### src/ccr_defines.svh
// offsets, field positions, reset values and timing counts of the card configuration registers
`ifndef CCR_DEFINES_SVH
`define CCR_DEFINES_SVH

// ****************************************
// register offsets in attribute space
// ****************************************
`define CCR_OFS_OPTION   10'h200
`define CCR_OFS_CFGSTAT  10'h202
`define CCR_OFS_PINREPL  10'h204
`define CCR_OFS_SOCKET   10'h206

// ****************************************
// field positions
// ****************************************
`define CCR_OPT_SRST     7
`define CCR_OPT_LEVEL    6
`define CCR_CS_CHG       7
`define CCR_CS_SIGEN     6
`define CCR_CS_NARROW    5
`define CCR_CS_PWD       2
`define CCR_CS_IRQ       1
`define CCR_PR_RCHG      5
`define CCR_PR_RLIVE     1
`define CCR_SC_COPY      4

// ****************************************
// reset values and fixed bits
// ****************************************
`define CCR_RST_OPTION   8'h00
`define CCR_RST_CFGSTAT  8'h00
`define CCR_RST_PINREPL  8'h0c
`define CCR_RST_SOCKET   8'h00
`define CCR_PR_FIXED     8'h0c
// sampled pins at rest: resets and ide low, all four strobes high, lines low
`define CCR_PIN_IDLE     24'h3c0000

// ****************************************
// mode index codes
// ****************************************
`define CCR_IDX_MEM      6'h00
`define CCR_IDX_IO_CONT  6'h01
`define CCR_IDX_IO_PRI   6'h02
`define CCR_IDX_IO_SEC   6'h03

// ****************************************
// timing: init, power transition, idle time in ns at 8 ns per cycle
// ****************************************
`define CCR_CLK_NS       8
`define CCR_INIT_NS      800
`define CCR_INIT_CYC     (`CCR_INIT_NS / `CCR_CLK_NS)
`define CCR_PWR_NS       400
`define CCR_PWR_CYC      (`CCR_PWR_NS / `CCR_CLK_NS)
`define CCR_IDLE_NS      8000
`define CCR_IDLE_CYC     (`CCR_IDLE_NS / `CCR_CLK_NS)
`define CCR_CNT_W        12

`endif

### src/ccr_pkg.sv
// types shared by the card configuration register block
package ccr_pkg;

  // ****************************************
  // card operating modes and decoded map
  // ****************************************
  typedef enum logic [2:0] {
    CCR_MAP_MEM,
    CCR_MAP_IO_CONT,
    CCR_MAP_IO_PRI,
    CCR_MAP_IO_SEC,
    CCR_MAP_NONE
  } ccr_map_t;

  // attribute bus request, sampled from pins
  typedef struct packed {
    logic       reg_sel;
    logic       ce1;
    logic       oe;
    logic       we;
    logic [9:0] addr;
    logic [7:0] wdata;
  } ccr_bus_t;

  // task file decode request from the core
  typedef struct packed {
    logic        io_cycle;
    logic [10:0] addr;
  } ccr_tf_req_t;

endpackage : ccr_pkg

### src/ccr_config_regs.sv
// card configuration register bank with pin sampling and power state control
// Summary of operation
// - writing soft reset bit resets card like hard reset; bit itself stays set
// - hard reset clears configuration state and starts internal initialization
// - option bit6 selects pulse (0) or level (1) interrupt requests
// - mode index returns to zero on power-on, hard and soft reset
// - mode index picks memory, contiguous, primary or secondary I/O decode
// - change flag mirrors ready-changed; drives status-change pin low in I/O mode
// - status-change enable zero keeps status-change pin high
// - power-down bit one enters sleep, zero returns to active
// - ready shows busy after power-down bit changes until state reached
// - card sleeps itself when idle and wakes on command
// - interrupt-pending bit shows internal request in any mode until serviced
// - interrupt-pending reads zero when interrupt-disable bit is set
// - ready-changed set when live ready changes; host may write it
// - live ready reads ready pin; written value masks ready-changed
// - pin replacement register resets to 0ch
// - option, status and socket registers reset to 00h; unused bits zero
// - copy number bit4 is written by host and stays readable
// - configuration registers inaccessible in true IDE mode
`include "ccr_defines.svh"

module ccr_config_regs
  import ccr_pkg::*;
(
  // clock and power-on reset
  input  wire logic        clk,
  input  wire logic        rst,
  // card pins, asynchronous to clk
  input  wire logic        hard_reset_pin,
  input  wire logic        ide_mode_pin,
  input  wire ccr_bus_t    bus_pin,
  // data bus low byte, two signals
  output logic [7:0]       data_out,
  output logic             data_oe,
  // core side, same clock
  input  wire logic        core_irq,
  input  wire logic        irq_disable,
  input  wire logic        core_cmd,
  input  wire logic        core_busy,
  input  wire ccr_tf_req_t tf_req,
  // status pins and core controls
  output logic             status_change_pin_n,
  output logic             interrupt_request_pin_n,
  output logic             ready_pin,
  output logic             core_init,
  output logic             core_sleep,
  output logic             tf_hit,
  output ccr_map_t         card_map,
  output logic             narrow_host_flag
);

  // ****************************************
  // pin sampling: three flops, change counted when stages two and three agree
  // ****************************************
  localparam int SW = $bits(ccr_bus_t) + 2; // hard reset and ide mode pins plus the bus
  logic [SW-1:0] s1_reg, s2_reg, s3_reg, pin_reg;
  logic [SW-1:0] s1_next, s2_next, s3_next, pin_next;
  ccr_bus_t      bus_s;
  logic          hrst_s, ide_s;

  // sampling chain; stage one feeds only stage two
  always_comb begin
    s1_next  = {hard_reset_pin, ide_mode_pin, bus_pin};
    s2_next  = s1_reg;
    s3_next  = s2_reg;
    pin_next = (s2_reg == s3_reg) ? s3_reg : pin_reg;
  end

  // chain rests at idle pin levels so no false strobe or drive follows reset
  always_ff @(posedge clk or posedge rst) begin
    if (rst) begin
      s1_reg  <= `CCR_PIN_IDLE;
      s2_reg  <= `CCR_PIN_IDLE;
      s3_reg  <= `CCR_PIN_IDLE;
      pin_reg <= `CCR_PIN_IDLE;
    end else begin
      s1_reg  <= s1_next;
      s2_reg  <= s2_next;
      s3_reg  <= s3_next;
      pin_reg <= pin_next;
    end
  end

  assign {hrst_s, ide_s, bus_s} = pin_reg;

  // ****************************************
  // access decode
  // ****************************************
  function automatic logic reg_hit(input ccr_bus_t b, input logic [9:0] ofs);
    // attribute select low, byte enable low, even address only
    reg_hit = !b.reg_sel && !b.ce1 && (b.addr == ofs);
  endfunction : reg_hit

  logic we_d_reg, we_d_next;
  logic wr_strobe;
  assign wr_strobe = !ide_s && !bus_s.we && we_d_reg;
  assign we_d_next = bus_s.we;

  // ****************************************
  // register state
  // ****************************************
  logic       srst_reg, srst_next;
  logic       level_reg, level_next;
  logic [5:0] index_reg, index_next;
  logic       sigen_reg, sigen_next;
  logic       narrow_reg, narrow_next;
  logic       pwd_reg, pwd_next;
  logic       rchg_reg, rchg_next;
  logic       rmask_reg, rmask_next;
  logic       copy_reg, copy_next;
  logic       rdy_d_reg, rdy_d_next;
  logic       card_reset;
  logic       ready_live;
  logic       change_flag;
  logic       irq_pending;

  // soft bit held as reset source
  // hard reset pin clears config state
  assign card_reset = hrst_s | srst_reg;

  // register write logic
  always_comb begin
    srst_next   = srst_reg;
    level_next  = level_reg;
    index_next  = index_reg;
    sigen_next  = sigen_reg;
    narrow_next = narrow_reg;
    pwd_next    = pwd_reg;
    rchg_next   = rchg_reg;
    rmask_next  = rmask_reg;
    copy_next   = copy_reg;
    rdy_d_next  = ready_live;
    if (wr_strobe && reg_hit(bus_s, `CCR_OFS_OPTION)) begin
      srst_next  = bus_s.wdata[`CCR_OPT_SRST];
      level_next = bus_s.wdata[`CCR_OPT_LEVEL];
      index_next = bus_s.wdata[5:0];
    end
    if (wr_strobe && reg_hit(bus_s, `CCR_OFS_CFGSTAT)) begin
      sigen_next  = bus_s.wdata[`CCR_CS_SIGEN];
      narrow_next = bus_s.wdata[`CCR_CS_NARROW];
      pwd_next    = bus_s.wdata[`CCR_CS_PWD];
    end
    if (wr_strobe && reg_hit(bus_s, `CCR_OFS_PINREPL)) begin
      rchg_next  = bus_s.wdata[`CCR_PR_RCHG];
      rmask_next = bus_s.wdata[`CCR_PR_RLIVE];
    end
    if ((ready_live != rdy_d_reg) && !rmask_next)
      rchg_next = 1'b1;
    if (wr_strobe && reg_hit(bus_s, `CCR_OFS_SOCKET)) begin
      copy_next = bus_s.wdata[`CCR_SC_COPY];
    end
    // index and config cleared on any reset
    // soft reset bit survives its own reset
    if (card_reset) begin
      level_next  = 1'b0;
      index_next  = `CCR_IDX_MEM;
      sigen_next  = 1'b0;
      narrow_next = 1'b0;
      pwd_next    = 1'b0;
      rchg_next   = 1'b0;
      rmask_next  = 1'b0;
      copy_next   = 1'b0;
    end
    if (hrst_s)
      srst_next = 1'b0;
  end

  always_ff @(posedge clk or posedge rst) begin
    if (rst) begin
      srst_reg   <= 1'(`CCR_RST_OPTION >> `CCR_OPT_SRST);
      level_reg  <= 1'b0;
      index_reg  <= `CCR_IDX_MEM;
      sigen_reg  <= 1'b0;
      narrow_reg <= 1'b0;
      pwd_reg    <= 1'b0;
      rchg_reg   <= 1'b0;
      rmask_reg  <= 1'b0;
      copy_reg   <= 1'b0;
      rdy_d_reg  <= 1'b0;
      we_d_reg   <= 1'b1;
    end else begin
      srst_reg   <= srst_next;
      level_reg  <= level_next;
      index_reg  <= index_next;
      sigen_reg  <= sigen_next;
      narrow_reg <= narrow_next;
      pwd_reg    <= pwd_next;
      rchg_reg   <= rchg_next;
      rmask_reg  <= rmask_next;
      copy_reg   <= copy_next;
      rdy_d_reg  <= rdy_d_next;
      we_d_reg   <= we_d_next;
    end
  end

  // ****************************************
  // power state machine: init, active, transitions, sleep
  // ****************************************
  typedef enum logic [2:0] {
    PS_INIT,
    PS_ACTIVE,
    PS_TO_SLEEP,
    PS_SLEEP,
    PS_TO_ACTIVE
  } ccr_pwr_t;

  ccr_pwr_t              ps_reg, ps_next;
  logic [`CCR_CNT_W-1:0] cnt_reg, cnt_next;
  logic [`CCR_CNT_W-1:0] idle_reg, idle_next;
  logic                  pwd_d_reg;

  // power transitions; a fresh power-down change restarts the wait
  always_comb begin
    ps_next   = ps_reg;
    cnt_next  = (cnt_reg != '0) ? cnt_reg - 1'b1 : cnt_reg;
    idle_next = (core_cmd || core_busy) ? '0 :
                (idle_reg == `CCR_CNT_W'(`CCR_IDLE_CYC)) ? idle_reg : idle_reg + 1'b1;
    unique case (ps_reg)
      PS_INIT:
        if (cnt_reg == '0)
          ps_next = PS_ACTIVE;
      PS_ACTIVE:
        // auto sleep when idle; the power-down bit acts through its change
        if (idle_reg == `CCR_CNT_W'(`CCR_IDLE_CYC)) begin
          ps_next  = PS_TO_SLEEP;
          cnt_next = `CCR_CNT_W'(`CCR_PWR_CYC);
        end
      PS_TO_SLEEP:
        if (cnt_reg == '0)
          ps_next = PS_SLEEP;
      PS_SLEEP:
        // besides clearing the power-down bit or a card reset, only a command wakes the card, so an idle sleep does not bounce
        if (core_cmd) begin
          ps_next  = PS_TO_ACTIVE;
          cnt_next = `CCR_CNT_W'(`CCR_PWR_CYC);
        end
      PS_TO_ACTIVE:
        if (cnt_reg == '0)
          ps_next = PS_ACTIVE;
    endcase
    // bit change forces busy until reached
    if (pwd_reg != pwd_d_reg) begin
      ps_next  = pwd_reg ? PS_TO_SLEEP : PS_TO_ACTIVE;
      cnt_next = `CCR_CNT_W'(`CCR_PWR_CYC);
    end
    if (card_reset) begin
      ps_next  = PS_INIT;
      cnt_next = `CCR_CNT_W'(`CCR_INIT_CYC);
    end
  end

  always_ff @(posedge clk or posedge rst) begin
    if (rst) begin
      ps_reg    <= PS_INIT;
      cnt_reg   <= `CCR_CNT_W'(`CCR_INIT_CYC);
      idle_reg  <= '0;
      pwd_d_reg <= 1'b0;
    end else begin
      ps_reg    <= ps_next;
      cnt_reg   <= cnt_next;
      idle_reg  <= idle_next;
      pwd_d_reg <= pwd_reg;
    end
  end

  // ready only in a settled state
  assign ready_live = (ps_reg == PS_ACTIVE || ps_reg == PS_SLEEP) && !core_busy;

  // ****************************************
  // status, decode and pin outputs
  // ****************************************
  ccr_map_t map_now;
  logic     io_mode;
  logic     tf_now;
  logic     irq_pulse_reg;

  always_comb begin
    unique case (index_reg)
      `CCR_IDX_MEM:     map_now = CCR_MAP_MEM;
      `CCR_IDX_IO_CONT: map_now = CCR_MAP_IO_CONT;
      `CCR_IDX_IO_PRI:  map_now = CCR_MAP_IO_PRI;
      `CCR_IDX_IO_SEC:  map_now = CCR_MAP_IO_SEC;
      default:          map_now = CCR_MAP_NONE;
    endcase
  end

  always_comb begin
    unique case (map_now)
      CCR_MAP_MEM:     tf_now = !tf_req.io_cycle && (tf_req.addr[10:4] == 7'h00 ||
                                tf_req.addr[10]);
      CCR_MAP_IO_CONT: tf_now = tf_req.io_cycle;
      CCR_MAP_IO_PRI:  tf_now = tf_req.io_cycle && (tf_req.addr[9:3] == 7'h3e ||
                                tf_req.addr[9:1] == 9'h1fb);
      CCR_MAP_IO_SEC:  tf_now = tf_req.io_cycle && (tf_req.addr[9:3] == 7'h2e ||
                                tf_req.addr[9:1] == 9'h1bb);
      default:         tf_now = 1'b0;
    endcase
  end

  assign io_mode     = (map_now != CCR_MAP_MEM) && (map_now != CCR_MAP_NONE);
  assign change_flag = rchg_reg;
  assign irq_pending = core_irq && !irq_disable;

  logic [7:0] rd_now;

  // read mux; fixed and unused bits read as documented
  always_comb begin
    rd_now = 8'h00;
    if (reg_hit(bus_s, `CCR_OFS_OPTION))
      rd_now = {srst_reg, level_reg, index_reg};
    if (reg_hit(bus_s, `CCR_OFS_CFGSTAT)) begin
      rd_now[`CCR_CS_CHG]    = change_flag;
      rd_now[`CCR_CS_SIGEN]  = sigen_reg;
      rd_now[`CCR_CS_NARROW] = narrow_reg;
      rd_now[`CCR_CS_PWD]    = pwd_reg;
      rd_now[`CCR_CS_IRQ]    = irq_pending;
    end
    if (reg_hit(bus_s, `CCR_OFS_PINREPL)) begin
      // fixed ones in bits 3 and 2
      rd_now                = `CCR_PR_FIXED;
      rd_now[`CCR_PR_RCHG]  = rchg_reg;
      rd_now[`CCR_PR_RLIVE] = ready_live;
    end
    if (reg_hit(bus_s, `CCR_OFS_SOCKET))
      rd_now[`CCR_SC_COPY] = copy_reg;
  end

  // registered outputs; data bus driven only on a low-byte read
  always_ff @(posedge clk or posedge rst) begin
    if (rst) begin
      data_out                <= 8'h00;
      data_oe                 <= 1'b0;
      status_change_pin_n     <= 1'b1;
      interrupt_request_pin_n <= 1'b1;
      irq_pulse_reg           <= 1'b0;
      ready_pin               <= 1'b0;
      core_init               <= 1'b1;
      core_sleep              <= 1'b0;
      tf_hit                  <= 1'b0;
      card_map                <= CCR_MAP_MEM;
      narrow_host_flag        <= 1'b0;
    end else begin
      data_out                <= rd_now;
      data_oe                 <= !ide_s && !bus_s.reg_sel && !bus_s.ce1 &&
                                 !bus_s.oe && !bus_s.addr[0];
      // pin low on flag in io mode with status change enabled
      status_change_pin_n     <= !(change_flag && sigen_reg && io_mode);
      irq_pulse_reg           <= irq_pending;
      // level follows request, pulse marks the rise
      interrupt_request_pin_n <= level_reg ? !irq_pending : !(irq_pending && !irq_pulse_reg);
      ready_pin               <= ready_live;
      core_init               <= ps_reg == PS_INIT;
      core_sleep              <= ps_reg == PS_SLEEP || ps_reg == PS_TO_SLEEP;
      tf_hit                  <= tf_now;
      card_map                <= map_now;
      narrow_host_flag        <= narrow_reg;
    end
  end

endmodule : ccr_config_regs

### config.mk
export PLATFORM = sky130hd
export DESIGN_NAME = ccr_config_regs
export DESIGN_NICKNAME = d
export VERILOG_FILES = /design/src/ccr_pkg.sv /design/src/ccr_config_regs.sv
export VERILOG_INCLUDE_DIRS = /design/src
export SDC_FILE = /design/constraint.sdc
export NUM_CORES = 1
export LEC_CHECK = 0
export ABC_AREA = 1
export BUFFER_PORTS_ARGS = -buffer_cell sky130_fd_sc_hd__buf_2
export CAP_MARGIN = 20
export CORE_ASPECT_RATIO = 1.25
export CORE_MARGIN = 4
export CORE_UTILIZATION = 35
export CTS_BUF_LIST = sky130_fd_sc_hd__clkbuf_8
export CTS_CLUSTER_DIAMETER = 30
export DETAILED_ROUTE_END_ITERATION = 8
export GPL_TIMING_DRIVEN = 0
export SYNTH_ARGS = -nofsm -noshare
export SYNTH_HDL_FRONTEND = slang
export SYNTH_SLANG_ARGS = --single-unit
### constraint.sdc
create_clock -name clk -period 4.5 [get_ports clk]
set_clock_uncertainty 0.1 [all_clocks]
set_input_delay 0.225 -clock clk [delete_from_list [all_inputs] [get_ports clk]]
set_output_delay 0.225 -clock clk [all_outputs]
set_load 0.02 [all_outputs]
After elaboration in Yosys (flattened, before gate mapping)
Index checks and enable logic that the tools add are counted.

word-level totals
  bits in registers = 159

cells by class
  add/subtract/negate cells = 2
  equal/unequal tests = 28
  muxes and demuxes = 43
  bitwise gates (word level) = 1
  reduce and logical (&&, ||, !) cells = 59

operators with widths
  cell                                                                      count
  12-bit two-way mux                                                        7
  10-bit equality test (second input constant)                              4
  1-bit logical AND                                                         25
  24-bit equality test                                                      1
  3-bit two-way mux                                                         8
  12-bit one-hot mux with 2 select lines                                    1
  3-bit one-hot mux with 4 select lines                                     2
  1-bit two-way mux                                                         19
  9-bit equality test (second input constant)                               2
  8-bit two-way mux                                                         2
  7-bit by 6-bit equality test with 1-bit output (second input constant)    2
  1-bit zero test                                                           14
  12-bit by 1-bit adder with 12-bit output (second input constant)          1
  12-bit by 10-bit equality test with 1-bit output (second input constant)  1
  3-bit by 2-bit equality test with 1-bit output (second input constant)    4
  6-bit by 2-bit equality test with 1-bit output (second input constant)    2
  12-bit zero test                                                          1
  6-bit two-way mux                                                         2
  4-bit inequality test (second input constant)                             3
  12-bit nonzero test                                                       1
  12-bit by 1-bit subtractor with 12-bit output (second input constant)     1
  2-bit nonzero test                                                        4
  7-bit zero test                                                           1
  3-bit by 1-bit equality test with 1-bit output (second input constant)    2
  other kinds (15)                                                          23

Depth between registers and ports, before layout
Gate-level depths: netlist of the first run.

  word-level depth = 9
  gate-level depth with buffers = 11

Least setup slack after synthesis of the first run
No wires, ideal clock.

  path kind = reg-to-reg
  start = register idle_reg[0]
  end = register cnt_reg[10]
  arrival = 1245 ps
  slack = 3035 ps
  cell stages (with the launch flop) = 10
  path buffers = 0
  period minus slack after synthesis = 1465 ps
  path through = dfrtp_1 inv_1 ha_1 inv_1 nor3_1 nand3_1 nand2_1 nand3_1 nand3_1 nor2_1

on the way
  longest elaborated chain between the ends = 5

RTL lines
  element                                           RTL line                RTL
  start, declared                                   ccr_config_regs.sv:210  logic [`CCR_CNT_W-1:0] idle_reg, idle_next;
  start signal, assigned                            ccr_config_regs.sv:262  idle_reg <= idle_next;
  12-bit by 10-bit equality test with 1-bit output  ccr_config_regs.sv:225  if (idle_reg == `CCR_CNT_W'(`CCR_IDLE_CYC)) begin
  12-bit two-way mux                                ccr_config_regs.sv:225
  12-bit one-hot mux with 2 select lines            ccr_config_regs.sv:219  unique case (ps_reg)
  12-bit two-way mux                                ccr_config_regs.sv:243  if (pwd_reg != pwd_d_reg) begin
  12-bit two-way mux                                ccr_config_regs.sv:247  if (card_reset) begin
  named net cnt_next[10]                            ccr_config_regs.sv:209  logic [`CCR_CNT_W-1:0] cnt_reg, cnt_next;
  end signal, assigned                              ccr_config_regs.sv:256  cnt_reg <= `CCR_CNT_W'(`CCR_INIT_CYC);
  end signal, assigned                              ccr_config_regs.sv:261  cnt_reg <= cnt_next;
  end, declared                                     ccr_config_regs.sv:209

The timed path passes the listed nets, and every way through them passes these cells.
A chain may end at the register's enable or synchronous reset.

Worst setup path in the final report of the first run
  start = register index_reg[5]
  end = register tf_hit

on the way
  longest elaborated chain between the ends = 4
  elaborated cells between the ends (all ways) = 10
  classes of those cells = eq/ne (6); mux (2); reduce/logical (2)

RTL lines
  element                                                                 RTL line                RTL
  start, declared                                                         ccr_config_regs.sv:105  logic [5:0] index_reg, index_next;
  start signal, assigned                                                  ccr_config_regs.sv:173  index_reg <= `CCR_IDX_MEM;
  start signal, assigned                                                  ccr_config_regs.sv:185  index_reg <= index_next;
  6-bit by 2-bit equality test with 1-bit output (tied with other cells)  ccr_config_regs.sv:279  unique case (index_reg)
  3-bit one-hot mux with 4 select lines (*)                               ccr_config_regs.sv:279
  named net map_now[2]                                                    ccr_config_regs.sv:273  ccr_map_t map_now;
  3-bit by 2-bit equality test with 1-bit output (tied with other cells)  ccr_config_regs.sv:289  unique case (map_now)
  1-bit one-hot mux with 4 select lines (*)                               ccr_config_regs.sv:289
  named net tf_now                                                        ccr_config_regs.sv:275  logic tf_now;
  end signal, assigned                                                    ccr_config_regs.sv:355  tf_hit <= tf_now;
  end, declared                                                           ccr_config_regs.sv:48   output logic tf_hit,

Mark *: on every way through the listed nets, which the timed path passes. The rest lies on a longest branch.

==> results of run 1 <==
-- cell families (layout without fill, tap and decap cells) --
logic type               Yosys count  in the layout  share of synthesized area, %
AO/OA/AOI/OAI                     55             55                         4.680
adder cells (fa/ha/maj)            4              4                        0.7549
XOR/XNOR                          27             27                         3.567
buffers and inverters             98            223                         6.152
AND/OR/NAND/NOR                  351            351                         24.40
flip-flops                       159            159                         60.45
-- cell type report --
cell class                      count  area, µm²  share of cell area, %
Clock buffer                       18      247.7                  3.096
Inverter                           91      346.6                  4.332
Sequential cell                   159       4008                  50.09
Multi-Input combinational cell    437       2215                  27.68
Tap cell                          232      290.3                  3.628
Buffer                              7      65.06                 0.8131
Timing Repair Buffer               93      675.6                  8.444
Clock inverter                     14      153.9                  1.923
-- timing repair --
| action | CTS | global route |
|---|---|---|
| hold endpoints to repair | 45 | 0 |
| endpoints found under the setup margin | 0 | 0 |
| hold buffers | 30 | 0 |
-- cell usage after synthesis (4+ instances only) --
master and number:
nand3_2 5, nor2_2 15, clkinv_1 5, nor3_1 10
xnor2_1 9, o21ai_0 12, nand3_1 59, nand4_1 8
o21ai_2 4, buf_6 4, dfstp_2 23, dfrtp_1 136
xor2_1 18, a21oi_1 18, inv_1 82, o21ai_1 12
nand2_1 164, nand2_2 5, ha_1 4, nor2_1 70
-- worst max-delay path by stage --
stage / endpoint / slack (ns) / cells after the start
floorplan: card_map[0] / 2.18 / 1
CTS: tf_hit / 1.98 / 8
global placement: s1_reg[6] / 1.18 / 2
global route: tf_hit / 1.82 / 8
finish: tf_hit / 1.97 / 8
detailed placement: cnt_reg[10] / 2.78 / 9
-- per-stage QoR --
| stage | hold slack (ns) | instances | area (µm²) | utilization, % |
|---|---|---|---|---|
| floorplan | 0.1295 | 694 | 6634 | - |
| global placement | 0.2296 | 985 | 7219 | 38.59 |
| detailed placement | 0.2154 | 989 | 7300 | 39.02 |
| CTS | 0.005485 | 1051 | 8001 | 42.77 |
| global route | 0.03993 | 1051 | 8001 | 42.77 |
| finish | 0.04246 | 1051 | 8001 | 42.77 |
-- per-layer routing --
metal,vias to the layer above,track usage (%)
met2,69,22.62
met3,11,3.408
li1,2409,-
met4,0,4.250
met5,-,0
met1,2178,15.00
-- power groups by stage --
stage | Sequential (mW) | Clock (mW) | Combinational (mW)
finish | 1.52 | 1.06 | 0.167
global route | 1.53 | 1.18 | 0.194
CTS | 1.52 | 1.11 | 0.172
detailed placement | 1.55 | 0 | 0.152
global placement | 1.55 | 0 | 0.141
floorplan | 1.54 | 0 | 0.0980
-- worst register-to-register path: cells and delay by family (launching register included) --
kind	cells	cell delay, ns
AOI/OAI and AO/OA	1	0.15
buffers and inverters	2	1.12
DFF	1	0.41
and+or+nand+nor	5	0.70
==> impl_metrics.tcl, run 1 <==
set metrics [dict create \
    fin_nets 852 \
    slew_violations 0 \
    die_w_um 131.1 \
    setup_viol 0 \
    cts.path.max_buffers 2 \
    cts.sinks 159 \
    netlist_instances 694 \
    worstRegToRegCells 8 \
    critPathMaxFanout 4 \
    synth-edff-count 0 \
    clkLatencyLatePin_ns 0.44 \
    numCtsBuffers 17 \
    cap_violations 0 \
    yosys-top-cells-area "dfrtp_1 51%, nand2_1 9.3%, dfstp_2 9.1%, inv_1 4.6%, nand3_1 4.5%" \
    grt_pass1_wl_um 21970 \
    dr.first_iter.drc_count 177 \
    cp_slowest_cell "dlygate4sd3_1" \
    rsz0062_at_grt "no" \
    final_antenna_net_count 0 \
    route.met2.wl_um 6488 \
    required_ns 4.79 \
    netlist_area_mm2 0.006630 \
    crit_top_cell "dlygate4sd3_1" \
    p_switching_mw 0.6745 \
    cts.htree.levels 4 \
    cts.repair.resized 0 \
    remaining_drc_errors 0 \
    highest_layer "met4" \
    ys_ff_latch 159 \
    fillCellCount 1830 \
    reg2reg_from "index_reg[5]" \
    die_area_mm2 0.02122 \
    rrSetupSlack_ns 1.97 \
    worstPathBufferInverterCount 2 \
    ys_seq_area_share_pct 60.45 \
    track_usage_pct 12.72 \
    wl_met1_um 5372 \
    cell_internal_pwr_mw 2.075 \
    min_period_ns 2.528 \
    hold_depth 4 \
    syn-num-nets 740 \
    total_power_mw 2.750 \
    cts_tree "yes" \
    route.met3.wl_um 422 \
    die_h_um 161.9 \
    synth_ff_type "dfrtp_1" \
    cp_top_family "buffers and inverters" \
    hold_class "in2reg" \
    async_flop_share_pct 100.0 \
    hold_viol 0 \
    synth_top_area_share_pct 51.33 \
    synth_warnings 0 \
    hpwl_um 9171 \
    worstMarginPinSlew_ns 0.5986 \
    grt_max_degree 41 \
    fin_tns_setup_ns 0 \
    gr-total-overflow 0 \
    wl_per_cell_um 11.83 \
    synth_area_leader_cell "dfrtp_1" \
    final_common_cell "nand2_1" \
    place_congestion 0.7995 \
    p_per_area_mw_per_mm2 343.6 \
    swShare_pct 24.53 \
    io_pins 61 \
    drive_gt1_share_pct 20.63 \
    vias 4667 \
    cts_setup_buffers 0 \
    dr.pass1.iters 4 \
    worstPathArrival_ns 2.82 \
    worst_slack_ns 1.972 \
    slowest_delay_ns 0.57 \
    p_comb_share_pct 6.1 \
    leakagePower_nw 3.938 \
    startpoint_type "flip-flop" \
    criticalPathCategory "reg2reg" \
    status "finished clean" \
    clk_pin_slew_ns 0.09 \
    drt-total-wl_um 12430 \
    antenna_found_initial 0 \
    start_util_pct 35.44 \
    final_cell_mix "164 x nand2_1, 136 x dfrtp_1, 81 x inv_1, 70 x nor2_1, 60 x buf_2" \
    fmax_mhz 395.6 \
    grt_pass1_vias 4795 \
    syn_area_per_cell_um2 9.553 \
    syn_to_final_growth_pct 20.68 \
    slew_headroom_pct 59.95 \
    crit_chain "nor2_1 > nand2_1 > nor2_2 > or2_1 > nand3_1 > dlygate4sd3_1 > a21oi_1 > dlygate4sd3_1" \
    synth_cell_type_count 41 \
    worstHoldStart "core_busy" \
    viasPerCell 4.441 \
    core_mm2 0.01871 \
    end_kind "flip-flop" \
    cp-startpoint "index_reg[5]" \
    dp_slack_ns 2.776 \
    r2r_end "tf_hit" \
    portBuffers 59 \
    insertedDiodeCount 0 \
    peakVddDrop_uv 272.9 \
    row_count 56 \
    clkPwrFrac_pct 38.7 \
    seqPwrFrac_pct 55.2 \
    period_share_pct 56.17 \
    cts_root_buffer "clkbuf_8" \
    min_delay_worst_endpoint "ready_pin" \
]
(Power assumes the default switching activity.)
==> run 2: changes to the inputs <==
Clock period 4.5 ns to 2.6 ns, I/O delays scaled along.
==> run 2 against run 1 <==
  * Combinational power grew 74%
  * Power grew 73%
  * Register-to-register slack lost 1.8 ns
  * Die area is the same
  * Flip-flop and latch count is the same
  * Sequential share of layout area shrank 0.19 points
  * Core utilization grew 0.16 points
  * Clock-buffer cell count is the same
  * Critical path type unchanged
  * Largest cell class unchanged
==> impl_metrics.tcl, run 2 (synthesis results as in run 1) <==
set metrics [dict create \
    status "finished clean" \
    final_cell_mix "164 x nand2_1, 136 x dfrtp_1, 81 x inv_1, 68 x nor2_1, 60 x buf_2" \
    slew_headroom_pct 59.94 \
    drive_gt1_share_pct 20.83 \
    r2r_end "tf_hit" \
    hold_viol 0 \
    drt-total-wl_um 12410 \
    row_count 56 \
    worstMarginPinSlew_ns 0.5986 \
    required_ns 2.89 \
    place_congestion 0.7995 \
    syn_to_final_growth_pct 21.14 \
    die_w_um 131.1 \
    startpoint_type "flip-flop" \
    stdcell_area_mm2 0.008031 \
    core_mm2 0.01871 \
    viasPerCell 4.425 \
    min_delay_worst_endpoint "data_out[1]" \
    grt_pass1_wl_um 22000 \
    vias 4659 \
    die_area_mm2 0.02122 \
    criticalPathCategory "reg2reg" \
    cts.sinks 159 \
    cts_setup_buffers 0 \
    remaining_drc_errors 0 \
    cap_violations 0 \
    worstHoldStart "core_irq" \
    met2_usage_pct 22.62 \
    setup_viol 0 \
    cts.htree.levels 4 \
    clk_pin_slew_ns 0.09 \
    io_pins 61 \
    cp-startpoint "index_reg[5]" \
    dr.first_iter.drc_count 171 \
    placed_cell_area_mm2 0.007300 \
    total_power_mw 4.761 \
    fin_nets 854 \
    cts_tree "yes" \
    peakVddDrop_uv 472.4 \
    gr-max-usage-layer "met2" \
    grt_max_degree 41 \
    insertedDiodeCount 0 \
    final_common_cell "nand2_1" \
    leakagePower_nw 3.951 \
    critPathMaxFanout 4 \
    gr-total-overflow 0 \
    min_period_ns 2.425 \
    numCtsBuffers 17 \
    cts_root_buffer "clkbuf_8" \
    met1_usage_pct 15.04 \
    worstPathArrival_ns 2.71 \
    worstRegToRegCells 8 \
    track_usage_pct 12.74 \
    hpwl_um 9171 \
    reg2reg_from "index_reg[5]" \
    hold_class "in2reg" \
    fin_util_pct 42.93 \
    cts.path.max_buffers 2 \
    dr.pass1.iters 4 \
    start_util_pct 35.44 \
    antenna_found_initial 0 \
    fmax_mhz 412.4 \
    p_per_area_mw_per_mm2 592.7 \
    rsz0062_at_grt "no" \
    portBuffers 59 \
    use_met3_pct 3.408 \
    die_h_um 161.9 \
    period_share_pct 93.25 \
    end_kind "flip-flop" \
    rrSetupSlack_ns 0.18 \
    grt_pass1_vias 4801 \
    slew_violations 0 \
    final_antenna_net_count 0 \
    clkLatencyLatePin_ns 0.44 \
    hold_depth 7 \
    wl_per_cell_um 11.79 \
]
## run 2: metal layers
| layer | vias up | share of wire [%] |
|---|---|---|
| li1 | 2412 | - |
| met1 | 2172 | 43 |
| met2 | 64 | 52 |
| met3 | 11 | 3.5 |
| met4 | 0 | 1.2 |
| met5 | - | 0 |
## run 2: power by group
| part | leakage [nW] | total [mW] | internal [mW] | switching (mW) |
|---|---|---|---|---|
| Combinational | 1.77 | 0.290 | 0.130 | 0.161 |
| Sequential | 1.98 | 2.63 | 2.57 | 0.0605 |
| Clock | 0.203 | 1.84 | 0.896 | 0.946 |
## run 2: worst max-delay path by stage
stage	cells after the start	to	slack (ns)
after global routing	8	tf_hit	0.02
after CTS	8	tf_hit	0.08
after detailed placement	9	cnt_reg[10]	0.88
final	8	tf_hit	0.18
after floorplan	1	card_map[0]	0.37
after global placement	2	s1_reg[6]	-0.63
## run 2: cell type report
| cell class | count | area [µm²] |
|---|---|---|
| Sequential cell | 159 | 4008 |
| Tap cell | 232 | 290.3 |
| Timing Repair Buffer | 95 | 695.7 |
| Fill cell | 1823 | 10680 |
| Clock buffer | 18 | 247.7 |
| Inverter | 91 | 346.6 |
| Multi-Input combinational cell | 437 | 2225 |
| Clock inverter | 14 | 153.9 |
| Buffer | 7 | 65.06 |
## run 2: metrics by stage
step | TNS [ns] | cells | setup slack, ns | hold slack [ns]
2_1_floorplan | 0 | 694 | 0.3739 | 0.03448
3_3_place_gp | -83.91 | 985 | -0.6261 | 0.1346
3_5_place_dp | 0 | 989 | 0.8759 | 0.1204
4_1_cts | 0 | 1053 | 0.07622 | 0.03310
5_1_grt | 0 | 1053 | 0.02011 | 0.07465
6_report | 0 | 1053 | 0.1754 | 0.05192
## run 2: worst max-delay path: stages (launching register included)
cell and delay, ns:
dfrtp_1 0.43, nor2_4 0.15, nand2_1 0.12, nor2_2 0.14, or2_1 0.11, nand3_1 0.06
dlygate4sd3_1 0.57, a21oi_1 0.15, dlygate4sd3_1 0.55
## run 2: repair_timing
item / CTS / global route
resized for setup: 0 / 3
hold buffers: 32 / 0
endpoints found under the hold margin: 76 / 0
setup endpoints to repair: 0 / 1
